### config.mk
export PLATFORM = sky130hd
export DESIGN_NAME = bssmw_top
export DESIGN_NICKNAME = d
export VERILOG_FILES = /design/src/bssmw_pkg.sv /design/src/bssmw_status.sv /design/src/bssmw_window.sv /design/src/bssmw_top.sv
export VERILOG_INCLUDE_DIRS = /design/src
export SDC_FILE = /design/constraint.sdc
export NUM_CORES = 1
export LEC_CHECK = 0
export BUFFER_PORTS_ARGS = -buffer_cell sky130_fd_sc_hd__buf_4
export CORE_ASPECT_RATIO = 2
export CORE_MARGIN = 3
export CORE_UTILIZATION = 51
export CTS_CLUSTER_SIZE = 16
export DETAILED_ROUTE_END_ITERATION = 7
export PLACE_DENSITY = 0.9
export SYNTH_ARGS = -nofsm -noshare
export SYNTH_HDL_FRONTEND = slang
export SYNTH_SLANG_ARGS = --single-unit
### constraint.sdc
create_clock -name ref_clk_i -period 2.5 [get_ports ref_clk_i]
set_clock_uncertainty 0.2 [all_clocks]
set_input_delay 0.125 -clock ref_clk_i [delete_from_list [all_inputs] [get_ports ref_clk_i]]
set_output_delay 0.125 -clock ref_clk_i [all_outputs]
set_load 0.05 [all_outputs]
### src/bssmw_params.svh
`ifndef BSSMW_PARAMS_SVH
`define BSSMW_PARAMS_SVH
// ---------------------------------------------------------------
// configuration offsets (byte addresses)
// ---------------------------------------------------------------
`define BSSMW_OFS_STATUS 8'h1E
`define BSSMW_OFS_BASE 8'h20
`define BSSMW_OFS_LIMIT 8'h22
// ---------------------------------------------------------------
// status field positions
// ---------------------------------------------------------------
`define BSSMW_BIT_INIT_ABORT 13
`define BSSMW_BIT_RESP_ABORT_RCV 12
`define BSSMW_BIT_RESP_ABORT_SIG 11
`define BSSMW_BIT_PARITY 8
`define BSSMW_STICKY_MASK 16'h3900
`define BSSMW_STATUS_FIXED 16'h02A0
`define BSSMW_FIXED_MASK 16'h06FF
`define BSSMW_RSVD_MASK 16'h005F
`define BSSMW_SYNC_RESET 7'h00
// ---------------------------------------------------------------
// window fields
// ---------------------------------------------------------------
`define BSSMW_WIN_MASK 16'hFFF0
`define BSSMW_WIN_RESET 16'h0000
`define BSSMW_LOW_FILL 20'h00000
`define BSSMW_HIGH_FILL 20'hFFFFF
`endif

### src/bssmw_pkg.sv
package bssmw_pkg;
  typedef logic [15:0] bssmw_reg_t;
  typedef logic [31:0] bssmw_addr_t;
endpackage : bssmw_pkg

### src/bssmw_status.sv
`timescale 1ns/10ps
`include "bssmw_params.svh"
module bssmw_status (
  // clock and reset
  input wire logic ref_clk_i,
  input wire logic resetn_i,
  // software clear
  input wire logic clr_en_i,
  input wire logic [15:0] clr_data_i,
  // events
  input wire logic [15:0] set_i,
  // state
  output bssmw_pkg::bssmw_reg_t status_o
);
  logic [15:0] flags_q;
  logic [15:0] flags_d;
  logic [15:0] clr_mask;

  // set wins over a clear in the same cycle
  assign clr_mask = clr_en_i ? clr_data_i : 16'h0000;
  assign flags_d = ((flags_q & ~clr_mask) | set_i)
                   & `BSSMW_STICKY_MASK;
  assign status_o = flags_q | `BSSMW_STATUS_FIXED;

  always_ff @(posedge ref_clk_i) begin
    if (!resetn_i) begin
      flags_q <= 16'h0000;
    end else begin
      flags_q <= flags_d;
    end
  end
endmodule : bssmw_status

### src/bssmw_window.sv
`timescale 1ns/10ps
`include "bssmw_params.svh"
module bssmw_window (
  // window registers
  input wire logic [15:0] base_i,
  input wire logic [15:0] limit_i,
  // request
  input wire logic [31:0] addr_i,
  // decision
  output logic hit_o
);
  bssmw_pkg::bssmw_addr_t low_bound;
  bssmw_pkg::bssmw_addr_t high_bound;

  assign low_bound = {base_i[15:4], `BSSMW_LOW_FILL};
  assign high_bound = {limit_i[15:4], `BSSMW_HIGH_FILL};
  // base above limit leaves no address in range
  assign hit_o = (addr_i >= low_bound) && (addr_i <= high_bound);
endmodule : bssmw_window

### src/bssmw_top.sv
// Overview of operation
// - initiator abort on downstream bus sets status bit 13.
// - abort received from addressed target sets status bit 12.
// - abort signaled as responder sets status bit 11.
// - status bits 10:9 read-only, always 01b.
// - bit 8 set on master parity error when parity response enabled.
// - status bit 7 read-only one, back-to-back capable.
// - status bit 5 read-only one, fast clock capable.
// - status bits 6 and 4:0 ignore writes, read zero.
// - base bits 15:4 writable, give address 31:20, low bits zero.
// - limit bits 15:4 writable, give address 31:20, low bits ones.
// - base and limit bits 3:0 read zero regardless of writes.
// - base bound is lower end of downstream forward range.
// - limit bound is upper end of downstream forward range.
// - abort and parity flags sticky until software clears them.
`timescale 1ns/10ps
`include "bssmw_params.svh"
module bssmw_top (
  // clock and reset
  input wire logic ref_clk_i,
  input wire logic resetn_i,
  // configuration access
  input wire logic cfg_wr_i,
  input wire logic cfg_rd_i,
  input wire logic [7:0] cfg_addr_i,
  input wire logic [15:0] cfg_wdata_i,
  input wire logic [1:0] cfg_be_i,
  output logic [15:0] cfg_rdata_o,
  // downstream bus events
  input wire logic initiator_abort_seen_i,
  input wire logic responder_abort_received_i,
  input wire logic responder_abort_signaled_i,
  input wire logic bus_master_i,
  input wire logic parity_response_enable_i,
  input wire logic read_perr_driven_i,
  input wire logic write_perr_seen_i,
  // forwarding decision
  input wire logic [31:0] fwd_addr_i,
  output logic fwd_hit_o
);
  bssmw_pkg::bssmw_reg_t window_low_bound_q;
  bssmw_pkg::bssmw_reg_t window_high_bound_q;
  bssmw_pkg::bssmw_reg_t status;
  logic [15:0] rdata_q;
  logic [15:0] set_vec;
  logic [15:0] be_mask;
  logic initiator_parity_fault;
  logic sel_status;
  logic sel_base;
  logic sel_limit;
  logic [15:0] rd_mux;
  logic [15:0] low_d;
  logic [15:0] high_d;

  // ---------------------------------------------------------------
  // decode
  // ---------------------------------------------------------------
  function automatic logic [15:0] lane_mask(input logic [1:0] be);
    lane_mask = {{8{be[1]}}, {8{be[0]}}};
  endfunction : lane_mask

  function automatic logic [15:0] merge(input logic [15:0] old_v,
                                        input logic [15:0] new_v,
                                        input logic [15:0] m);
    merge = ((old_v & ~m) | (new_v & m)) & `BSSMW_WIN_MASK;
  endfunction : merge

  assign be_mask = lane_mask(cfg_be_i);
  assign sel_status = (cfg_addr_i == `BSSMW_OFS_STATUS);
  assign sel_base = (cfg_addr_i == `BSSMW_OFS_BASE);
  assign sel_limit = (cfg_addr_i == `BSSMW_OFS_LIMIT);

  // ---------------------------------------------------------------
  // pin synchronisers
  // ---------------------------------------------------------------
  logic [6:0] pin_raw;
  logic [6:0] pin_s1_q;
  logic [6:0] pin_s2_q;
  logic abort_seen_s;
  logic abort_recv_s;
  logic abort_sig_s;
  logic master_s;
  logic parity_response_enable_s;
  logic perr_rd_s;
  logic perr_wr_s;

  assign pin_raw = {write_perr_seen_i,
                    read_perr_driven_i,
                    parity_response_enable_i,
                    bus_master_i,
                    responder_abort_signaled_i,
                    responder_abort_received_i,
                    initiator_abort_seen_i};

  always_ff @(posedge ref_clk_i) begin
    if (!resetn_i) begin
      pin_s1_q <= `BSSMW_SYNC_RESET;
      pin_s2_q <= `BSSMW_SYNC_RESET;
    end else begin
      pin_s1_q <= pin_raw;
      pin_s2_q <= pin_s1_q;
    end
  end

  assign {perr_wr_s,
          perr_rd_s,
          parity_response_enable_s,
          master_s,
          abort_sig_s,
          abort_recv_s,
          abort_seen_s} = pin_s2_q;

  // ---------------------------------------------------------------
  // events
  // ---------------------------------------------------------------
  assign initiator_parity_fault = master_s && parity_response_enable_s
    && (perr_rd_s || perr_wr_s);

  always_comb begin
    set_vec = 16'h0000;
    set_vec[`BSSMW_BIT_INIT_ABORT] = abort_seen_s;
    set_vec[`BSSMW_BIT_RESP_ABORT_RCV] = abort_recv_s;
    set_vec[`BSSMW_BIT_RESP_ABORT_SIG] = abort_sig_s;
    set_vec[`BSSMW_BIT_PARITY] = initiator_parity_fault;
  end

  // fixed bits 10:9=01, 7=1, 5=1; reserved zero
  bssmw_status u_status (
    .ref_clk_i(ref_clk_i),
    .resetn_i(resetn_i),
    .clr_en_i(cfg_wr_i && sel_status),
    .clr_data_i(cfg_wdata_i & be_mask),
    .set_i(set_vec),
    .status_o(status)
  );

  // ---------------------------------------------------------------
  // window registers
  // ---------------------------------------------------------------
  assign low_d = (cfg_wr_i && sel_base)
    ? merge(window_low_bound_q, cfg_wdata_i, be_mask)
    : window_low_bound_q;
  assign high_d = (cfg_wr_i && sel_limit)
    ? merge(window_high_bound_q, cfg_wdata_i, be_mask)
    : window_high_bound_q;

  always_ff @(posedge ref_clk_i) begin
    if (!resetn_i) begin
      window_low_bound_q <= `BSSMW_WIN_RESET;
      window_high_bound_q <= `BSSMW_WIN_RESET;
    end else begin
      window_low_bound_q <= low_d;
      window_high_bound_q <= high_d;
    end
  end

  // ---------------------------------------------------------------
  // read path
  // ---------------------------------------------------------------
  assign rd_mux = sel_status ? status
    : sel_base ? window_low_bound_q
    : sel_limit ? window_high_bound_q
    : 16'h0000;

  always_ff @(posedge ref_clk_i) begin
    if (!resetn_i) begin
      rdata_q <= 16'h0000;
    end else if (cfg_rd_i) begin
      rdata_q <= rd_mux;
    end
  end
  assign cfg_rdata_o = rdata_q;

  // ---------------------------------------------------------------
  // forwarding window
  // ---------------------------------------------------------------
  bssmw_window u_window (
    .base_i(window_low_bound_q),
    .limit_i(window_high_bound_q),
    .addr_i(fwd_addr_i),
    .hit_o(fwd_hit_o)
  );
endmodule : bssmw_top

# Yosys cells after proc, flatten, opt, wreduce, memory -nomap -nowiden
# Cells that the tools add are included.
[totals]
reg_bits = 58
input_bits = 69
[op_classes]
n_lt_le_gt_ge = 2
eq_ne = 3
mux = 4
bitwise_logic = 9
reduce_logical = 7
[ops]
columns = ["cell", "n"]
rows = [
  ["bitwise AND 16 bit", 3],
  ["two-way mux 16 bit", 3],
  [">= comparator 32 bit", 1],
  ["less-or-equal comparator 32 bit", 1],
  ["bitwise OR 16 bit", 2],
  ["== test 8 x 6 -> 1 bit (second input constant)", 2],
  ["NOT 16 bit", 1],
  ["bitwise AND 14 bit", 1],
  ["two-way mux 14 bit", 1],
  ["NOT 14 bit", 1],
  ["bitwise OR 14 bit", 1],
  ["== test 8 x 5 -> 1 bit (second input constant)", 1],
  ["logical AND 1 bit", 6],
  ["logical OR 1 bit", 1],
]

# Depth between registers and ports, before layout
[depth]
depth_word = 6
depth_mapped = 7
ltp_nobuf = 7

# Modules after synthesis
# From an unflattened synthesis, not the netlist that was laid out.
[unflattened]
hier_cells = 406
area_unflattened_um2 = 3513.4
[by_module_without_submodules]
columns = ["module", "instances", "cells_per_inst", "area_each_um2"]
rows = [
  ["bssmw_top", 1, 277, 2597.5],
  ["bssmw_window", 1, 99, 678.2],
  ["bssmw_status", 1, 30, 237.7],
]

# Worst setup path before layout
# OpenSTA, ideal clock, no wires.
[synth_path]
kind = "reg2out"
startpoint = "register with a tool-made name"
endpoint = "output fwd_hit_o"
t_arrival_ps = 2218
path_slack_ps = -43
stages_incl_launch_ff = 8
path_buffers = 0
path_cell_list = "dfxtp_1 > inv_1 > ha_1 > nor4b_1 > nand4_1 > o311ai_0 > nand4b_1 > a22oi_1"
[synth_rtl]
columns = ["element", "line_no", "text"]
rows = [
  ["to (decl)", "bssmw_top.sv:39", "output logic fwd_hit_o"],
]

==> flow_metrics.tcl <==
set metrics [dict create \
    status "finished, final reports clean" \
    worst_setup_path_start_kind "register" \
    worstPathMaxFanout 2 \
    rows 36 \
    slew_headroom 0.405 \
    core_um2 5000 \
    cts-root-buf "clkbuf_8" \
    synthAdderAreaFrac 0.111 \
    h-tree-depth 2 \
    clockBufferDepth 2 \
    hold_depth 4 \
    crit_path_cell_trace "inv_1 > ha_4 > nor4b_4 > nand4_1 > o311ai_2 > nand4b_1 > a22oi_2 > buf_6" \
    tightest_slew_ns 0.891 \
    crit_end "fwd_hit_o" \
    end_kind "output pin" \
    avgSynthCellArea_um2 9.26 \
    cp_data_required_time_ns 2.17 \
    p_per_area_nw_per_um2 456 \
    final-max-slew-violation-count 0 \
    crit_family "compound AO/OA/AOI/OAI gates" \
    gp_congestion 0.866 \
    gr-total-overflow 0 \
    layout_common_cells "80 x buf_4, 51 x dfxtp_1, 32 x nor2_1" \
    cts_tree "yes" \
    io_pins 86 \
    synth_cell_types 41 \
    track_usage 0.228 \
    grt_max_degree 31 \
    synth_compound_gate_area_share 0.140 \
    antenna_found_initial 0 \
    synthFlopType "dfxtp_1" \
    worst_skew_pair.late_latency_ns 0.31 \
    worstPathBufferInverterCount 2 \
    seq_area_frac_synth 0.400 \
    drt-pass1-iter-count 5 \
    worstHoldPathType "input pin to register" \
    synth-simple-area-share 0.183 \
    synth_mux_area_frac 0.0888 \
    initial_core_util 0.541 \
    maxClockFrequency_mhz 414 \
    netlist_top_cells_area "dfxtp_1 40%, ha_1 11%, mux2i_1 8.9%, nor2_1 4.4%, inv_1 3.6%" \
    hold_slack_ns 0.0933 \
    rrSetupSlack_ns 1.32 \
    via_per_inst 5.61 \
    yosys_warnings 0 \
    worst_path_max_delay_cell "dfxtp_2" \
    synth-seq-cells 54 \
    synth.top_cell.area_share 0.400 \
    grt_pass1_vias 2554 \
    synth_edf_count 0 \
    drive_above_1_share 0.256 \
    p_leak_nw 1.65 \
    nets 483 \
    hold_viol 0 \
    fin_area_um2 3680 \
    synth_cells 292 \
    vias 2512 \
    grt_pass1_wl_mm 11.2 \
    wl_per_cell_um 16.1 \
    fin_crit_ns 2.42 \
    clock-sinks 54 \
    io_buffers 77 \
    worst-setup-path-type "register to output pin" \
    drc_errors 0 \
    placedCellCount 414 \
    max_cap_viol_count 0 \
    synth_top_family_by_area "simple AND/OR/NAND/NOR gates" \
    clkTransAtPathRegs_ns 0.09 \
    place_area_um2 3280 \
    async_flop_share 0 \
    finalCritPeriodShare 0.967 \
    reg2reg_to "cfg_rdata_o[8]" \
    setup_viol 0 \
    cp_slowest_stage_delay_ns 0.34 \
    reg2reg_depth 2 \
    synth_top_area_cell "dfxtp_1" \
    post-route-util 0.735 \
    fin_cells 448 \
    diodes 0 \
    netlist_area_um2 2700 \
    wirelength_mm 7.21 \
    drt_iter0_drc 88 \
    ir_drop_v 0.000469 \
    syn_to_final_growth_pct 36.0 \
    die_area_um2 6260 \
    die_w_um 57.5 \
    fp.dieH_um 109 \
    synth-xor-area-share 0 \
    layout_commonest_cell "buf_4" \
    ant_nets 0 \
    critical_path_arrival_ns 2.09 \
    cts_buffers 5 \
    crit_cells 8 \
    place_hpwl_mm 5.40 \
]
## cells by family (layout without fill, tap and decap cells)
group,after synthesis,after routing
AO/OA/AOI/OAI,56,56
adder cells (fa/ha/maj),24,24
buffers and inverters,43,139
flip-flops,54,54
multiplexers,24,24
other,1,4
AND/OR/NAND/NOR,90,90
## final cells by class
cell class / count / area, um2
clock inverters: 1 / 5.00
flip-flops and latches: 54 / 1080
clock buffers: 7 / 86.3
well taps: 57 / 71.3
inverters: 26 / 97.6
fillers: 356 / 1320
repair buffers: 105 / 852
multi-input cells: 198 / 1480
## worst reg2reg max path, stage by stage (launching register included)
cell and delay (ns):
dfxtp_1 0.34, a222oi_1 0.40, a21oi_1 0.13
## per-layer routing
metal	up-vias	routed length, um	share of wire	global-route usage
met2	73	4030	0.56	0.422
met4	0	365	0.051	0.149
met1	1191	2560	0.36	0.225
met5	-	0	0	0
li1	1220	-	-	-
met3	28	256	0.035	0.0355
## where the power goes
group	internal [mW]	total [mW]	switching, mW	leakage [nW]
clock network	0.224	0.487	0.263	0.0482
registers	0.881	0.891	0.00961	0.442
logic	0.148	0.298	0.150	1.16
total	1.25	1.68	0.422	1.65
## how the worst min path moves through the flow
stage                                    start          end  slack, ns
finish                             cfg_be_i[1]     register       0.09
global route                       cfg_be_i[1]     register        0.1
CTS                                cfg_be_i[1]     register       0.09
detailed placement    parity_response_enable_i  pin_s1_q[4]       0.14
global placement    responder_abort_received_i  pin_s1_q[1]       0.13
floorplan               initiator_abort_seen_i  pin_s1_q[0]       0.05
## metrics by stage
stage	setup TNS (ns)	worst slack [ns]	power [mW]
floorplan	0	0.221	1.04
global placement	0	0.249	1.16
detailed placement	0	0.139	1.17
CTS	0	0.0225	1.68
global route	-0.0108	-0.0108	1.75
finish	0	0.0821	1.68
## what timing repair did
item,CTS,global route
setup endpoints to repair,1,1
hold buffers,24,0
hold endpoints to repair,49,0
buffers inserted,0,2
resized for setup,5,7
pin swaps,2,6
## cell usage after synthesis, drive strengths merged (2+ instances only)
master  count
dfxtp      54
nor2       32
inv        26
ha         24
mux2i      24
and2       14
a21oi      13
o21ai      10
a22oi       9
buf         9
nand4       9
clkbuf      8
nand2       7
nand3       7
a211oi      6
and3        4
nor4        4
o21a        4
a21boi      3
a221oi      3
a222oi      3
nor3        3
a21o        2
nor2b       2
nor4b       2
Note: power is estimated with default switching activity, not from simulation.
